===== config.mk =====
export PLATFORM = sky130hd
export DESIGN_NAME = rtsr_regs
export DESIGN_NICKNAME = d
export VERILOG_FILES = /design/src/logic/rtsr_pkg.sv /design/src/logic/rtsr_rw_reg.sv /design/src/logic/rtsr_regs.sv
export SDC_FILE = /design/constraint.sdc
export NUM_CORES = 1
export LEC_CHECK = 0
export ABC_AREA = 1
export BUFFER_PORTS_ARGS = -buffer_cell sky130_fd_sc_hd__buf_4
export CELL_PAD_IN_SITES_DETAIL_PLACEMENT = 0
export CELL_PAD_IN_SITES_GLOBAL_PLACEMENT = 2
export CORE_UTILIZATION = 28
export DETAILED_ROUTE_END_ITERATION = 8
export PLACE_DENSITY_LB_ADDON = 0.05
export SYNTH_ARGS = -nofsm -noshare
export SYNTH_HDL_FRONTEND = slang
export SYNTH_HIERARCHICAL = 1
export SYNTH_SLANG_ARGS = --single-unit

===== constraint.sdc =====
create_clock -name mclk_i -period 2 [get_ports mclk_i]
set_input_delay 0 -clock mclk_i [delete_from_list [all_inputs] [get_ports mclk_i]]
set_output_delay 0 -clock mclk_i [all_outputs]
set_load 0.1 [all_outputs]

===== src/logic/rtsr_pkg.sv =====
// rtsr_pkg: offsets, reset values, wake values and field positions of the
// test and status register slice.
// assumes: a 6-bit register address from the serial configuration port.
`default_nettype none

package rtsr_pkg;

    // ----------------------------------------------------------------
    // register offsets
    // ----------------------------------------------------------------
    localparam logic [5:0] ADDR_TRIM_A = 6'h29;
    localparam logic [5:0] ADDR_TRIM_B = 6'h2A;
    localparam logic [5:0] ADDR_TRIM_C = 6'h2B;
    localparam logic [5:0] ADDR_TEST_TWO = 6'h2C;
    localparam logic [5:0] ADDR_TEST_ONE = 6'h2D;
    localparam logic [5:0] ADDR_TEST_ZERO = 6'h2E;
    localparam logic [5:0] ADDR_PART_NUM = 6'h30;
    localparam logic [5:0] ADDR_REVISION = 6'h31;
    localparam logic [5:0] ADDR_FREQ_EST = 6'h32;
    localparam logic [5:0] ADDR_CRC_STATUS = 6'h33;
    localparam logic [5:0] ADDR_SIGNAL = 6'h34;

    // ----------------------------------------------------------------
    // reset values and wake-up values
    // ----------------------------------------------------------------
    localparam logic [7:0] RST_TRIM_A = 8'h59;
    localparam logic [7:0] RST_TRIM_B = 8'h7F;
    localparam logic [7:0] RST_TRIM_C = 8'h3F;
    localparam logic [7:0] RST_TEST_TWO = 8'h88;
    localparam logic [7:0] RST_TEST_ONE = 8'h31;
    localparam logic [7:0] RST_TEST_ZERO = 8'h0B;
    localparam logic [7:0] RST_STATUS = 8'h00;
    // analog-only values used when the retention option is set
    localparam logic [7:0] WAKE_RET_TEST_TWO = 8'h81;
    localparam logic [7:0] WAKE_RET_TEST_ONE = 8'h35;

    // ----------------------------------------------------------------
    // field positions
    // ----------------------------------------------------------------
    localparam int OSC_CAL_EN_BIT = 1;
    localparam int CRC_MATCH_BIT = 7;

    // ----------------------------------------------------------------
    // modulation format codes
    // ----------------------------------------------------------------
    typedef enum logic [2:0] {
        RTSR_MOD_2FSK = 3'h0,
        RTSR_MOD_GFSK = 3'h1,
        RTSR_MOD_OOK = 3'h3,
        RTSR_MOD_4FSK = 3'h4,
        RTSR_MOD_MSK = 3'h7
    } rtsr_mod_t;

endpackage

`default_nettype wire


===== src/logic/rtsr_rw_reg.sv =====
// rtsr_rw_reg: one 8-bit host-writable register that forgets its contents
// in sleep and reloads its reset value on wake-up.
// assumes: write strobe and wake pulse are one-cycle pulses on mclk_i.
`timescale 1ns/1ns
`default_nettype none

module rtsr_rw_reg #(
    parameter logic [7:0] RESET_VALUE = 8'h00
) (
    input wire logic mclk_i,
    input wire logic rst_i,
    input wire logic wr_en_i,
    input wire logic wake_i,
    input wire logic [7:0] wdata_i,
    output logic [7:0] q_o
);

    logic [7:0] val_q;
    logic [7:0] val_d;

    // --------------------------------------------------------------
    // next value: wake reload beats a write, the chip was asleep
    // --------------------------------------------------------------
    always_comb begin
        val_d = val_q;
        if (wake_i) begin
            val_d = RESET_VALUE;
        end else if (wr_en_i) begin
            val_d = wdata_i;
        end
    end

    // storage
    always_ff @(posedge mclk_i or posedge rst_i) begin
        if (rst_i) begin
            val_q <= RESET_VALUE;
        end else begin
            val_q <= val_d;
        end
    end

    assign q_o = val_q;

endmodule // rtsr_rw_reg

`default_nettype wire


===== src/logic/rtsr_regs.sv =====
// rtsr_regs: analog trim, test-setting and status registers of the receiver.
// assumes: register port strobes, sleep flag, demodulator and packet engine
// inputs all come from logic on mclk_i; no synchronisers are needed.
`timescale 1ns/1ns
`default_nettype none

module rtsr_regs #(
    parameter logic [7:0] PART_CODE = 8'hA5, // arbitrary value
    parameter logic [7:0] REVISION_CODE = 8'h5A // arbitrary value
) (
    input wire logic mclk_i,
    input wire logic rst_i,
    input wire logic [5:0] reg_addr_i,
    input wire logic reg_wr_i,
    input wire logic reg_rd_i,
    input wire logic [7:0] reg_wdata_i,
    output logic [7:0] reg_rdata_o,
    input wire logic sleep_i,
    input wire logic analog_retention_option_i,
    input wire logic [2:0] mod_format_i,
    input wire logic [7:0] carrier_offset_value_i,
    input wire logic carrier_offset_valid_i,
    input wire logic crc_check_done_i,
    input wire logic crc_check_match_i,
    input wire logic rx_start_i,
    input wire logic [7:0] signal_strength_value_i,
    output logic [7:0] analog_trim_a_o,
    output logic [7:0] analog_trim_b_o,
    output logic [7:0] analog_trim_c_o,
    output logic [7:0] test_setting_two_analog_o,
    output logic [7:0] test_setting_one_analog_o,
    output logic [7:0] test_setting_zero_o,
    output logic osc_select_cal_enable_o,
    output logic freq_comp_enable_o
);

    // ----------------------------------------------------------------
    // sleep tracking and write decode
    // ----------------------------------------------------------------
    logic sleep_q;
    logic sleep_d;
    logic wake;
    logic wr_ok;
    logic [7:0] test_two_q;
    logic [7:0] test_one_q;

    // wake is the cycle the sleep flag drops
    assign wake = sleep_q & ~sleep_i;
    // a sleeping chip takes no writes
    assign wr_ok = reg_wr_i & ~sleep_i;

    always_comb begin
        sleep_d = sleep_i;
    end

    always_ff @(posedge mclk_i or posedge rst_i) begin
        if (rst_i) begin
            sleep_q <= 1'b0;
        end else begin
            sleep_q <= sleep_d;
        end
    end

    // ----------------------------------------------------------------
    // volatile host registers
    // ----------------------------------------------------------------
    localparam logic [5:0] VOL_ADDR [6] = '{rtsr_pkg::ADDR_TRIM_A, rtsr_pkg::ADDR_TRIM_B,
        rtsr_pkg::ADDR_TRIM_C, rtsr_pkg::ADDR_TEST_TWO, rtsr_pkg::ADDR_TEST_ONE,
        rtsr_pkg::ADDR_TEST_ZERO};
    localparam logic [7:0] VOL_RST [6] = '{rtsr_pkg::RST_TRIM_A, rtsr_pkg::RST_TRIM_B,
        rtsr_pkg::RST_TRIM_C, rtsr_pkg::RST_TEST_TWO, rtsr_pkg::RST_TEST_ONE,
        rtsr_pkg::RST_TEST_ZERO};
    logic [7:0] vol_q [6];
    // each reloads its reset value on wake, so nothing survives sleep;
    // the host copies of test two and one reload the plain value
    for (genvar g = 0; g < 6; g++) begin : g_vol
        rtsr_rw_reg #(.RESET_VALUE(VOL_RST[g])) u_reg (
            .mclk_i(mclk_i), .rst_i(rst_i), .wake_i(wake),
            .wr_en_i(wr_ok && reg_addr_i == VOL_ADDR[g]),
            .wdata_i(reg_wdata_i), .q_o(vol_q[g]));
    end
    // table order above fixes which byte feeds which view
    assign analog_trim_a_o = vol_q[0];
    assign analog_trim_b_o = vol_q[1];
    assign analog_trim_c_o = vol_q[2];
    assign test_two_q = vol_q[3];
    assign test_one_q = vol_q[4];
    assign test_setting_zero_o = vol_q[5];

    // calibration stage enable is a straight flop bit, resets to one
    assign osc_select_cal_enable_o = test_setting_zero_o[rtsr_pkg::OSC_CAL_EN_BIT];

    // ----------------------------------------------------------------
    // analog-side view of the two test registers
    // ----------------------------------------------------------------
    // bits the retention option flips on the analog side only
    localparam logic [7:0] TWO_FLIP = rtsr_pkg::RST_TEST_TWO ^ rtsr_pkg::WAKE_RET_TEST_TWO;
    localparam logic [7:0] ONE_FLIP = rtsr_pkg::RST_TEST_ONE ^ rtsr_pkg::WAKE_RET_TEST_ONE;
    logic flip_two_q;
    logic flip_two_d;
    logic flip_one_q;
    logic flip_one_d;
    logic [7:0] ana_two_q;
    logic [7:0] ana_two_d;
    logic [7:0] ana_one_q;
    logic [7:0] ana_one_d;

    // flip is latched at wake and dropped once the host rewrites;
    // a host value is taken literally, only the forced value is flipped
    always_comb begin
        flip_two_d = flip_two_q;
        flip_one_d = flip_one_q;
        if (wake) begin
            flip_two_d = analog_retention_option_i;
            flip_one_d = analog_retention_option_i;
        end else begin
            if (wr_ok && reg_addr_i == rtsr_pkg::ADDR_TEST_TWO) begin
                flip_two_d = 1'b0;
            end
            if (wr_ok && reg_addr_i == rtsr_pkg::ADDR_TEST_ONE) begin
                flip_one_d = 1'b0;
            end
        end
        // inversion lands only on the analog lines, never on readback
        ana_two_d = test_two_q ^ (flip_two_q ? TWO_FLIP : 8'h00);
        ana_one_d = test_one_q ^ (flip_one_q ? ONE_FLIP : 8'h00);
    end

    always_ff @(posedge mclk_i or posedge rst_i) begin
        if (rst_i) begin
            flip_two_q <= 1'b0;
            flip_one_q <= 1'b0;
            ana_two_q <= rtsr_pkg::RST_TEST_TWO;
            ana_one_q <= rtsr_pkg::RST_TEST_ONE;
        end else begin
            flip_two_q <= flip_two_d;
            flip_one_q <= flip_one_d;
            ana_two_q <= ana_two_d;
            ana_one_q <= ana_one_d;
        end
    end

    assign test_setting_two_analog_o = ana_two_q;
    assign test_setting_one_analog_o = ana_one_q;

    // ----------------------------------------------------------------
    // status capture
    // ----------------------------------------------------------------
    logic is_ook;
    logic comp_q;
    logic comp_d;
    logic [7:0] fe_q;
    logic [7:0] fe_d;
    logic crc_q;
    logic crc_d;
    logic [7:0] signal_strength_q;
    logic [7:0] signal_strength_d;

    assign is_ook = mod_format_i == rtsr_pkg::RTSR_MOD_OOK;

    // status is fed by the radio only; host writes never reach it
    always_comb begin
        comp_d = mod_format_i == rtsr_pkg::RTSR_MOD_2FSK
              || mod_format_i == rtsr_pkg::RTSR_MOD_GFSK
              || mod_format_i == rtsr_pkg::RTSR_MOD_4FSK;
        fe_d = fe_q;
        if (is_ook) begin
            fe_d = 8'h00;
        end else if (carrier_offset_valid_i) begin
            fe_d = carrier_offset_value_i;
        end
        // a comparison in the same cycle as a receive restart wins
        crc_d = crc_q;
        if (crc_check_done_i) begin
            crc_d = crc_check_match_i;
        end else if (rx_start_i) begin
            crc_d = 1'b0;
        end
        signal_strength_d = signal_strength_value_i;
    end

    always_ff @(posedge mclk_i or posedge rst_i) begin
        if (rst_i) begin
            comp_q <= 1'b0;
            fe_q <= rtsr_pkg::RST_STATUS;
            crc_q <= 1'b0;
            signal_strength_q <= rtsr_pkg::RST_STATUS;
        end else begin
            comp_q <= comp_d;
            fe_q <= fe_d;
            crc_q <= crc_d;
            signal_strength_q <= signal_strength_d;
        end
    end

    assign freq_comp_enable_o = comp_q;

    // ----------------------------------------------------------------
    // read path
    // ----------------------------------------------------------------
    logic [7:0] rd_mux;
    logic [7:0] rdata_q;
    logic [7:0] rdata_d;

    // unmapped offsets read zero; data holds until the next read
    always_comb begin
        rd_mux = 8'h00;
        if (reg_addr_i == rtsr_pkg::ADDR_TRIM_A) begin
            rd_mux = analog_trim_a_o;
        end else if (reg_addr_i == rtsr_pkg::ADDR_TRIM_B) begin
            rd_mux = analog_trim_b_o;
        end else if (reg_addr_i == rtsr_pkg::ADDR_TRIM_C) begin
            rd_mux = analog_trim_c_o;
        end else if (reg_addr_i == rtsr_pkg::ADDR_TEST_TWO) begin
            rd_mux = test_two_q;
        end else if (reg_addr_i == rtsr_pkg::ADDR_TEST_ONE) begin
            rd_mux = test_one_q;
        end else if (reg_addr_i == rtsr_pkg::ADDR_TEST_ZERO) begin
            rd_mux = test_setting_zero_o;
        end else if (reg_addr_i == rtsr_pkg::ADDR_PART_NUM) begin
            rd_mux = PART_CODE;
        end else if (reg_addr_i == rtsr_pkg::ADDR_REVISION) begin
            rd_mux = REVISION_CODE;
        end else if (reg_addr_i == rtsr_pkg::ADDR_FREQ_EST) begin
            rd_mux = is_ook ? 8'h00 : fe_q;
        end else if (reg_addr_i == rtsr_pkg::ADDR_CRC_STATUS) begin
            rd_mux = {crc_q, 7'h00};
        end else if (reg_addr_i == rtsr_pkg::ADDR_SIGNAL) begin
            rd_mux = signal_strength_q;
        end
        rdata_d = reg_rd_i ? rd_mux : rdata_q;
    end

    always_ff @(posedge mclk_i or posedge rst_i) begin
        if (rst_i) begin
            rdata_q <= 8'h00;
        end else begin
            rdata_q <= rdata_d;
        end
    end

    assign reg_rdata_o = rdata_q;
endmodule // rtsr_regs

`default_nettype wire


# ---- After elaboration in Yosys (flattened, before gate mapping)
# Index checks and enable logic that the tools add are counted.
dict set report classes {
  div 0
  order_cmp 0
  n_eq_ne 14
  n_shift 0
  bitwise 5
  addsub 0
  reduce_logical 17
  n_mux 34
  n_mul 0
}
# operator count
set op_table {}
lappend op_table {{$mux 8} 26}
lappend op_table {{$eq 6x6->1 const B} 11}
lappend op_table {{$reduce_bool 2->1} 8}
lappend op_table {{$xor 8x3->8} 1}
lappend op_table {{$xor 8x4->8} 1}
lappend op_table {{$logic_and 1x1->1} 6}
lappend op_table {{$mux 1} 6}
lappend op_table {{$mux 4} 1}
lappend op_table {{$eq 3x1->1 const B} 1}
lappend op_table {{$eq 3x2->1 const B} 1}
lappend op_table {{$eq 3x3->1 const B} 1}
lappend op_table {{$logic_not 3->1} 1}
lappend op_table {{$mux 3} 1}
lappend op_table {{$and 1x1->1} 2}
lappend op_table {{$logic_or 1x1->1} 2}
lappend op_table {{$not 1->1} 1}
dict set report word_totals {
  output_inout_bits 58
  ramBits 0
  in_bits 43
  mem_count 0
  latch_bits 0
  mem_bits_ro 0
  ff_bits 93
  elab_cells 86
}

# ---- Longest topological paths before layout
# Gate-level depths: netlist of the first run.
dict set report logic_depth {
  depth_word 12
  mapped_depth 11
  mapped_depth_nobuf 10
}

# ---- Cells and area by module
# Netlist of the first run, hierarchy kept.
# module area_per_inst_um2 cells_per_inst seq_area_each_um2 n_inst
set modules_own_cells {}
lappend modules_own_cells {rtsr_regs 2217.1 284 1132.3 1}
lappend modules_own_cells {{rtsr_rw_reg (g_vol[4].u_reg ...)} 334.1 36 203.9 2}
lappend modules_own_cells {{rtsr_rw_reg (g_vol[2].u_reg)} 357.8 37 207.7 1}
lappend modules_own_cells {{rtsr_rw_reg (g_vol[1].u_reg)} 355.3 37 209.0 1}
lappend modules_own_cells {{rtsr_rw_reg (g_vol[0].u_reg)} 335.3 36 205.2 1}
lappend modules_own_cells {{rtsr_rw_reg (g_vol[3].u_reg)} 332.8 36 202.7 1}

# ---- Worst setup path after synthesis of the first run
# OpenSTA, ideal clock, no wires.
dict set report synth_timing {
  path_type {reg2reg}
  startpoint {register sleep_q}
  endpoint {register g_vol[1].u_reg.val_q[7]}
  path_stages_with_launch 7
  path_slack_ns -0.121
  period_less_slack_ns 2.121
  setup_ns 0.122
  n_path_buf 1
  required_ns 1.878
  t_arrival_ns 1.999
  cell_sequence {dfrtp_1 -> inv_1 -> nor2_1 -> buf_6 -> nor2_8 -> nand2_1 -> nand2_1}
}
dict set report synth_via {
  elab_chain_len 2
  elab_cells_between_ends 3
  classes_between {1 x mux; 1 x bitwise; 1 x reduce/logical}
}
# element line
set synth_lines {}
lappend synth_lines {{from (decl)} rtsr_regs.sv:40} ;# logic sleep_q;
lappend synth_lines {{from (signal assigned)} rtsr_regs.sv:60} ;# sleep_q <= sleep_d;
lappend synth_lines {{$and 1x1->1 (*)} rtsr_regs.sv:48} ;# assign wake = sleep_q & ~sleep_i;
lappend synth_lines {{net wake} rtsr_regs.sv:42} ;# logic wake;
lappend synth_lines {{$mux 8 or $reduce_bool 2->1 (tied branches)} --}
lappend synth_lines {{to (signal assigned)} rtsr_rw_reg.sv:38} ;# val_q <= val_d;
lappend synth_lines {{to (decl)} rtsr_rw_reg.sv:18} ;# logic [7:0] val_q;
# The timed path passes the listed nets; every way through them passes the cells marked *.
# A chain may end at the register's enable or synchronous reset.

# ---- Worst setup path after layout of the first run
dict set report layout_timing {
  startpoint {input port mod_format_i[1]}
  endpoint {register fe_q[7]}
}
dict set report layout_via {
  elab_chain_len 2
  elab_cells_between_ends 3
  classes_between {1 x eq/ne; 1 x mux; 1 x reduce/logical}
}
# element line
set layout_lines {}
lappend layout_lines {{from (decl)} rtsr_regs.sv:20} ;# input wire logic [2:0] mod_format_i,
lappend layout_lines {{$eq 3x2->1 (*)} rtsr_regs.sv:159} ;# assign is_ook = mod_format_i == rtsr_pkg::RTSR_MOD_OOK;
lappend layout_lines {{$mux 8 or $reduce_bool 2->1 (tied branches)} --}
lappend layout_lines {{to (signal assigned)} rtsr_regs.sv:185} ;# fe_q <= rtsr_pkg::RST_STATUS;
lappend layout_lines {{to (decl)} rtsr_regs.sv:152} ;# logic [7:0] fe_q;
# Every way passes the cells marked *; elsewhere a longest branch is shown, timed or not.

==> results of run 1 <==
-- flip-flops by register name (all words and copies together) (netlist names) --
register,count
test_setting_one_analog_o,8
test_setting_two_analog_o,8
reg_rdata_o,8
g_vol.u_reg/q_o,48
fe_q,8
signal_strength_q,8
flip_one_q,1
flip_two_q,1
crc_q,1
sleep_q,1
freq_comp_enable_o,1
-- kinds of logic after synthesis --
| family | count (synthesis) |
|---|---|
| DFF | 93 |
| and+or+nand+nor | 283 |
| AOI/OAI and AO/OA | 47 |
| xor gates and xnor gates | 3 |
| buffers and inverters | 76 |
-- synth_stat cells --
| library cell | instances |
|---|---|
| nand3_2 | 1 |
| o21ai_0 | 10 |
| buf_2 | 2 |
| or2_0 | 1 |
| clkbuf_1 | 3 |
| buf_4 | 2 |
| o21ai_1 | 2 |
| inv_1 | 57 |
| dfrtp_1 | 63 |
| nand2_1 | 159 |
| nor2_4 | 5 |
| nand3_1 | 35 |
| xor2_1 | 3 |
| a22o_1 | 1 |
| or2_2 | 1 |
| inv_2 | 5 |
| nor3_1 | 2 |
| nor2_8 | 2 |
| nand4_1 | 25 |
| nor2_2 | 7 |
| nor2_1 | 44 |
| nand4_2 | 1 |
| dfstp_2 | 30 |
| a31oi_1 | 8 |
| buf_6 | 7 |
| a21oi_1 | 26 |
-- power breakdown --
part	switching (uW)	internal, uW
sequential	105	2070
combinational	941	316
clock	751	1130
total	1800	3510
-- cells in the final DEF (no fill, tap or decap), types with 2 or more instances in the layout --
cell	instances
dfstp_2	30
dlygate4sd3_1	40
nor2_4	6
inv_2	6
inv_1	56
nor2_2	7
buf_4	107
nand2_1	159
nand3_1	35
nand4_1	25
dfrtp_1	63
clkbuf_16	9
nor2_1	43
o21ai_1	2
bufinv_16	2
nor2_8	2
a31oi_1	8
clkinv_2	2
xor2_1	3
nor3_1	2
a21oi_1	26
o21ai_0	10
-- layout make-up --
class / instances / area (um^2) / share of cell area
multi-input cells: 333 / 1560 / 0.263
clock buffers: 10 / 239 / 0.0402
inverters: 62 / 233 / 0.0392
repair buffers: 148 / 1220 / 0.206
flip-flops and latches: 93 / 2360 / 0.398
clock inverters: 6 / 86.3 / 0.0145
well taps: 184 / 230 / 0.0388
-- what timing repair did --
item / in CTS / in global routing
setup endpoints to repair: 0 / 0
endpoints found under the hold margin: 145 / 0
hold buffers: 40 / 0
-- worst max-delay path, stage by stage --
cell,delay (ps)
dlygate4sd3_1,530
buf_4,110
nand2_1,40
nor2_1,250
or2_2,270
nor2_1,60
a31oi_1,130
dlygate4sd3_1,570
inv_1,40
-- routing by layer --
metal,vias to the layer above,routed length [um],share of wire
met4,0,267,0.019
li1,1894,-,-
met5,-,0,0
met2,96,6640,0.47
met3,18,548,0.039
met1,1806,6750,0.48
-- through the flow --
| stage | worst slack [ps] | util | instance area (um^2) | power, uW | hold slack [ps] |
|---|---|---|---|---|---|
| after detailed placement | 446 | 0.355 | 5210 | 3400 | -42.3 |
| after floorplan | 364 | - | 4270 | 3060 | -189 |
| after global routing | 168 | 0.404 | 5940 | 5530 | 144 |
| final | 252 | 0.404 | 5940 | 5310 | 149 |
| after global placement | 441 | 0.355 | 5210 | 3400 | -45.2 |
| after CTS | 300 | 0.404 | 5940 | 5390 | 130 |
-- worst max-delay path by stage --
| stage | start | end |
|---|---|---|
| final | mod_format_i[1] | fe_q[7]$_DFFE_PP0P_ |
| after global routing | mod_format_i[1] | fe_q[4]$_DFFE_PP0P_ |
| after CTS | mod_format_i[1] | fe_q[2]$_DFFE_PP0P_ |
| after detailed placement | reg_addr_i[4] | reg_rdata_o[7]$_DFFE_PP0P_ |
| after global placement | reg_addr_i[4] | reg_rdata_o[7]$_DFFE_PP0P_ |
| after floorplan | sleep_q$_DFF_PP0_ | g_vol[1].u_reg/q_o[7]$_DFFE_PP0P_ |
==> results.ini, run 1 <==
[sta]
tns_ps=0
relSlewSlack=0.640
max_freq_mhz=572
worstMarginPinSlew_ps=540
post-route-period-util=0.874
drv_slew=0
hold_viol=0
rsz0062_at_grt=no
period_minus_slack_ps=1750
finalSetupViolCount=0
clock_skew_ps=6.32

[logic_synthesis]
synth.area.top_cells=dfrtp_1, dfstp_2, nand2_1
synth_top_area_frac=0.370
synthCells=502
synth_top_family_by_area=simple AND/OR/NAND/NOR gates
synth_top_area_cell=dfrtp_1
synthAdderAreaFrac=0
ys_ff_latch=93
synth-xor-area-share=0.00616
synth-compound-area-share=0.0584
syn_nets=545
synth.distinct_cells=26
yosys_warnings=6
muxShareOfSynthArea=0
synth_seq_area_share=0.554
synth_simple_gate_area_share=0.300
synth_area_mm2=0.00427
avgSynthCellArea_um2=8.50

[worst_hold_path]
hp-class=input pin to async pin

[grt]
use_met2=0.298
grt.busiest_layer=met2
antenna_found_initial=0
gr-usage-met3=0.0449
grt_pass1_vias=3800
grt_use_met1=0.253
grt_pass1_wl_um=21900
grt_max_degree=41
grt_use_total=0.188
grt_overflow=0

[clock_tree]
h-tree-depth=3
clkSlewWorstSetupHoldPaths_ps=70
cts_setup_buffers=0
numCtsBuffers=9
cts_resized=0
clkSinkCount=93
cts_tree=built
root_buffer=clkbuf_16
clk_latency_ps=350
cts_buffer_depth=2

[finish]
final_nets=690
layout-drive-gt1-share=0.273
fillers=1526
syn2layout_area_growth_pct=39.2
instances_no_fill=836
diodes=0

[pwr]
power_leakage_uw=0.00306
p_per_area_mw_per_mm2=894
ir_drop_uv=505

[floorplanning]
die_h_um=125
die_w_um=125
core_area_mm2=0.0147
die-area_mm2=0.0157
start_util=0.290
placementRows=44
ios=101

[drt]
drtAntennaViolNets=0
wl_per_cell_um=17.0
drc=5
post_drt_via_cell_ratio=4.56
drtIter0Drc=217
dr.pass1.iters=6
routed_wl_um=14200
via_count=3814

[critical_path]
reg2reg_to=reg_rdata_o[7]$_DFFE_PP0P_
r2r_cells=9
critPathKind=input pin to flip-flop
regToRegSetupSlack_ps=570
worstSetupStartpointType=input pin
crit_arrival_ps=1990
crit_required_ps=2240
path_max_fanout=8
endpoint_kind=flip-flop
r2r_start=fe_q[7]$_DFFE_PP0P_

[place]
hpwl_um=10400
port_buffers=100
place_congestion=0.777
dp.cells=780

[run_status]
status=finished with violations
violations=DRC

[run]
drv_cap=0

Power figures use the tool's default switching activity.
==> inputs of run 2 (changes only) <==
MAX_ROUTING_LAYER = met4   (was not set)
==> results.ini, run 2 (synthesis results as in run 1) <==
[pwr]
power_leakage_uw=0.00306  ; unchanged
p_per_area_mw_per_mm2=894  ; about the same
ir_drop_uv=504  ; was 505 uV

[run_status]
violations=DRC  ; unchanged
status=finished with violations  ; unchanged

[grt]
grt_overflow=0  ; unchanged
antenna_found_initial=0  ; unchanged
grt_use_total=0.195  ; was 0.188
grt_pass1_wl_um=22000  ; was 21900 um
grt_pass1_vias=3798  ; was 3800
grt_max_degree=41  ; unchanged

[sta]
timing.hold.ws_ps=149  ; about the same
post-route-period-util=0.880  ; was 0.874
period_minus_slack_ps=1760  ; was 1750 ps
hold_viol=0  ; unchanged
worstMarginPinSlew_ps=545  ; was 540 ps
tns_ps=0  ; unchanged
drv_slew=0  ; unchanged
finalSetupViolCount=0  ; unchanged
relSlewSlack=0.637  ; was 0.640
rsz0062_at_grt=no  ; unchanged
max_freq_mhz=568  ; was 572 MHz
clock_skew_ps=9.65  ; was 6.32 ps

[clock_tree]
clk_latency_ps=350  ; about the same
clkSinkCount=93  ; unchanged
cts_buffer_depth=2  ; unchanged
clkSlewWorstSetupHoldPaths_ps=70  ; about the same
root_buffer=clkbuf_16  ; unchanged
numCtsBuffers=9  ; unchanged
h-tree-depth=3  ; unchanged
cts_resized=0  ; unchanged
cts_tree=built  ; unchanged

[finish]
mostFrequentLayoutCell=nand2_1  ; unchanged
largest_reg_flops=48  ; unchanged
final_cell_mix=nand2_1, buf_4, dfrtp_1, inv_1, nor2_1  ; unchanged
syn2layout_area_growth_pct=39.2  ; unchanged
layout-drive-gt1-share=0.273  ; unchanged
diodes=0  ; unchanged
final_nets=690  ; unchanged

[critical_path]
critPathKind=input pin to flip-flop  ; unchanged
crit_arrival_ps=2000  ; was 1990 ps
crit_required_ps=2240  ; about the same
path_max_fanout=8  ; unchanged
endpoint_kind=flip-flop  ; unchanged
worstSetupStartpointType=input pin  ; unchanged

[run]
drv_cap=0  ; unchanged

[floorplanning]
placementRows=44  ; unchanged
ios=101  ; unchanged
start_util=0.290  ; unchanged
core_area_mm2=0.0147  ; unchanged
die-area_mm2=0.0157  ; unchanged
die_w_um=125  ; unchanged
die_h_um=125  ; unchanged

[drt]
drc=5  ; unchanged
drtAntennaViolNets=0  ; unchanged
drtIter0Drc=225  ; was 217
wl_per_cell_um=17.0  ; about the same
dr.pass1.iters=6  ; unchanged
post_drt_via_cell_ratio=4.57  ; was 4.56
via_count=3823  ; was 3814
routed_wl_um=14200  ; about the same

[place]
port_buffers=100  ; unchanged
hpwl_um=10400  ; unchanged
place_congestion=0.787  ; was 0.777

[worst_hold_path]
hp-class=input pin to async pin  ; unchanged

-- run 2: cell counts in the layout (fill, tap and decap cells not counted) --
Identical to the previous run, type by type.
-- run 2: where the power goes --
| group | switching (uW) | internal [uW] |
|---|---|---|
| logic | 942 | 316 |
| clock network | 754 | 1130 |
| registers | 106 | 2070 |
| total | 1800 | 3510 |
-- run 2: critical path, stage by stage --
cell           delay, ps
dlygate4sd3_1        530
buf_4                110
nand2_1               40
nor2_1               250
or2_2                280
nor2_1                60
a31oi_1              130
dlygate4sd3_1        570
inv_1                 40
-- run 2: worst paths after layout --
check | from | endpoint | slack, ps | cells past startpoint
setup / recovery | mod_format_i[1] | fe_q[7]$_DFFE_PP0P_ | 240 | 9
hold / removal | rst_i | test_setting_two_analog_o[4]$_DFF_PP0_ | 150 | 3
setup reg to reg | fe_q[7]$_DFFE_PP0P_ | reg_rdata_o[7]$_DFFE_PP0P_ | 560 | 9
hold reg to reg | g_vol[4].u_reg/q_o[5]$_DFFE_PP1P_ | test_setting_one_analog_o[5]$_DFF_PP1_ | 380 | 0
max in group asynchronous | rst_i | signal_strength_q[3]$_DFF_PP0_ | 1100 | 4
min in group mclk_i | reg_addr_i[2] | g_vol[5].u_reg/q_o[6]$_DFFE_PP0P_ | 250 | 6
-- run 2: what timing repair did --
action,in CTS,in global routing
hold buffers,40,0
buffers inserted,0,0
hold endpoints to repair,145,0
-- run 2: metal layers --
layer,vias to the layer above,GRT usage,part of all wire
li1,1893,-,-
met1,1822,0.255,0.48
met2,91,0.297,0.47
met3,17,0.0432,0.034
met4,0,0.0638,0.016
met5,-,-,0
-- run 2: layout make-up --
type / instances / area (um^2)
Clock inverter: 6 / 86.3
Tap cell: 184 / 230
Inverter: 62 / 233
Sequential cell: 93 / 2360
Fill cell: 1526 / 8760
Timing Repair Buffer: 148 / 1220
Multi-Input combinational cell: 333 / 1560
Clock buffer: 10 / 239
-- run 2: through the flow --
step	utilization	cells	total power, uW	setup WS [ps]	instance area [um^2]
after floorplan	-	502	3060	364	4270
after global placement	0.355	780	3400	441	5210
after detailed placement	0.355	780	3400	446	5210
after CTS	0.404	836	5390	300	5940
after global routing	0.404	836	5530	168	5940
final	0.404	836	5310	240	5940
==> inputs of run 3 (changes only) <==
CTS_CLUSTER_SIZE = 30   (was not set)
PLACE_DENSITY = 0.87   (was not set)
PLACE_DENSITY_LB_ADDON = not set   (was 0.05)
==> results.ini, run 3 (synthesis results as in run 1) <==
[critical_path]
crit_arrival_ps=2040  ; was 2000 ps
critPathKind=input pin to flip-flop  ; unchanged
endpoint_kind=flip-flop  ; unchanged
path_max_fanout=8  ; unchanged
worstSetupStartpointType=input pin  ; unchanged
crit_required_ps=2240  ; about the same

[floorplanning]
die_h_um=125  ; unchanged
die_w_um=125  ; unchanged
ios=101  ; unchanged
core_area_mm2=0.0147  ; unchanged
start_util=0.290  ; unchanged
die-area_mm2=0.0157  ; unchanged
placementRows=44  ; unchanged

[clock_tree]
root_buffer=clkbuf_16  ; unchanged
clkSinkCount=93  ; unchanged
cts_buffer_depth=2  ; unchanged
cts_setup_buffers=0  ; unchanged
cts_resized=0  ; unchanged
cts_tree=built  ; unchanged
h-tree-depth=3  ; unchanged
clkSlewWorstSetupHoldPaths_ps=70  ; about the same
numCtsBuffers=9  ; unchanged
clk_latency_ps=340  ; was 350 ps

[place]
port_buffers=100  ; unchanged
hpwl_um=9990  ; was 10400 um
post-place-ws_ps=484  ; was 446 ps
place_congestion=0.872  ; was 0.787

[drt]
drc=11  ; was 5
post_drt_via_cell_ratio=4.60  ; was 4.57
wl_per_cell_um=15.9  ; was 17.0 um
routed_wl_um=13400  ; was 14200 um
via_count=3856  ; was 3823
drtAntennaViolNets=0  ; unchanged
drtIter0Drc=336  ; was 225
dr.pass1.iters=7  ; was 6

[finish]
mostFrequentLayoutCell=nand2_1  ; unchanged
final_cell_mix=nand2_1, buf_4, dfrtp_1, inv_1, nor2_1  ; unchanged
syn2layout_area_growth_pct=39.7  ; was 39.2%
final_nets=693  ; was 690
largest_reg_flops=48  ; unchanged
diodes=0  ; unchanged
layout-drive-gt1-share=0.273  ; about the same

[sta]
worstMarginPinSlew_ps=389  ; was 545 ps
max_freq_mhz=557  ; was 568 MHz
drv_slew=0  ; unchanged
period_minus_slack_ps=1790  ; was 1760 ps
setup_ws_ps=206  ; was 240 ps
post-route-period-util=0.897  ; was 0.880
finalSetupViolCount=0  ; unchanged
hold_viol=0  ; unchanged
rsz0062_at_grt=no  ; unchanged
clock_skew_ps=9.00  ; was 9.65 ps
relSlewSlack=0.740  ; was 0.637
tns_ps=0  ; unchanged

[grt]
grt_max_degree=32  ; was 41
grt_pass1_wl_um=21100  ; was 22000 um
grt_pass1_vias=3918  ; was 3798
grt_overflow=0  ; unchanged
antenna_found_initial=0  ; unchanged
grt_use_total=0.183  ; was 0.195

[pwr]
seqPwrFrac=0.418  ; was 0.409
p_int_uw=3460  ; was 3510 uW
combPwrFrac=0.243  ; was 0.237
p_switching_uw=1740  ; was 1800 uW
clkPwrFrac=0.339  ; was 0.354
ir_drop_uv=408  ; was 504 uV
switching_share=0.334  ; was 0.339
p_per_area_mw_per_mm2=871  ; was 894 mW/mm^2
power_leakage_uw=0.00307  ; was 0.00306 uW

[run]
drv_cap=0  ; unchanged

[worst_hold_path]
hp-class=input pin to async pin  ; unchanged

[run_status]
status=finished with violations  ; unchanged
violations=DRC  ; unchanged

run 3: cell types whose count changed in the layout (fill, tap and decap cells not counted):
cell,previous run,this run
bufinv_16,2,1
clkinv_2,2,1
clkbuf_1,0,1
clkinv_4,1,0
buf_12,1,2
buf_4,107,109
clkinv_1,0,1
inv_2,6,5
clkbuf_8,1,3
run 3: worst paths after layout:
kind                                                   start                                     end  slack [ps]  depth (start not counted)
max in group asynchronous                              rst_i                       crc_q$_DFFE_PP0P_        1180                          5
max reg2reg                              fe_q[7]$_DFFE_PP0P_              reg_rdata_o[7]$_DFFE_PP0P_         600                          9
min reg2reg                g_vol[4].u_reg/q_o[0]$_DFFE_PP1P_  test_setting_one_analog_o[0]$_DFF_PP1_         390                          0
min in group mclk_i                            reg_addr_i[2]       g_vol[5].u_reg/q_o[4]$_DFFE_PP0P_         260                          6
min                                                    rst_i                  flip_two_q$_DFFE_PP0P_         210                          3
max                                          mod_format_i[1]                     fe_q[0]$_DFFE_PP0P_         210                          9
run 3: critical path: stages:
cell and delay [ps]:
dlygate4sd3_1 530, buf_4 110, nand2_1 40, nor2_1 250, or2_2 270, nor2_1 60, a31oi_1 160, dlygate4sd3_1 580
inv_1 40
run 3: cell type report:
cell class                 instances  area (um^2)
inverter                          62          233
tap                              184          230
multi-input combinational        333         1560
sequential                        93         2360
timing repair buffer             151         1260
fill                            1482         8740
clock inverter                     3         42.5
clock buffer                      13          270
run 3: repair_timing:
item / in CTS / in global routing
hold buffers: 40 / 0
endpoints found under the hold margin: 142 / 0
setup endpoints to repair: 0 / 0
run 3: metrics by stage:
stage	power [uW]	utilization	std cells	instance area (um^2)	hold slack (ps)
global placement	3390	0.356	782	5230	17.6
global route	5410	0.406	839	5960	223
floorplan	3060	-	502	4270	-189
CTS	5240	0.404	838	5940	212
finish	5190	0.406	839	5960	208
detailed placement	3390	0.356	782	5230	31.1
run 3: power groups by stage:
stage	sequential [uW]	combinational (uW)	clock, uW
3_3_place_gp	2200	1180	0
5_1_grt	2190	1330	1880
6_report	2170	1260	1760
3_5_place_dp	2200	1190	0
4_1_cts	2170	1260	1810
2_1_floorplan	2790	264	0
run 3: layer usage:
metal  global-route usage  wire (um)  share of wire  vias to the layer above
li1                     -          -              -                     1895
met1                0.248       6290           0.47                     1817
met2                0.273       6170           0.46                      130
met3               0.0407        747          0.056                       14
met4               0.0502        155          0.012                        0
met5                    -          0              0                        -
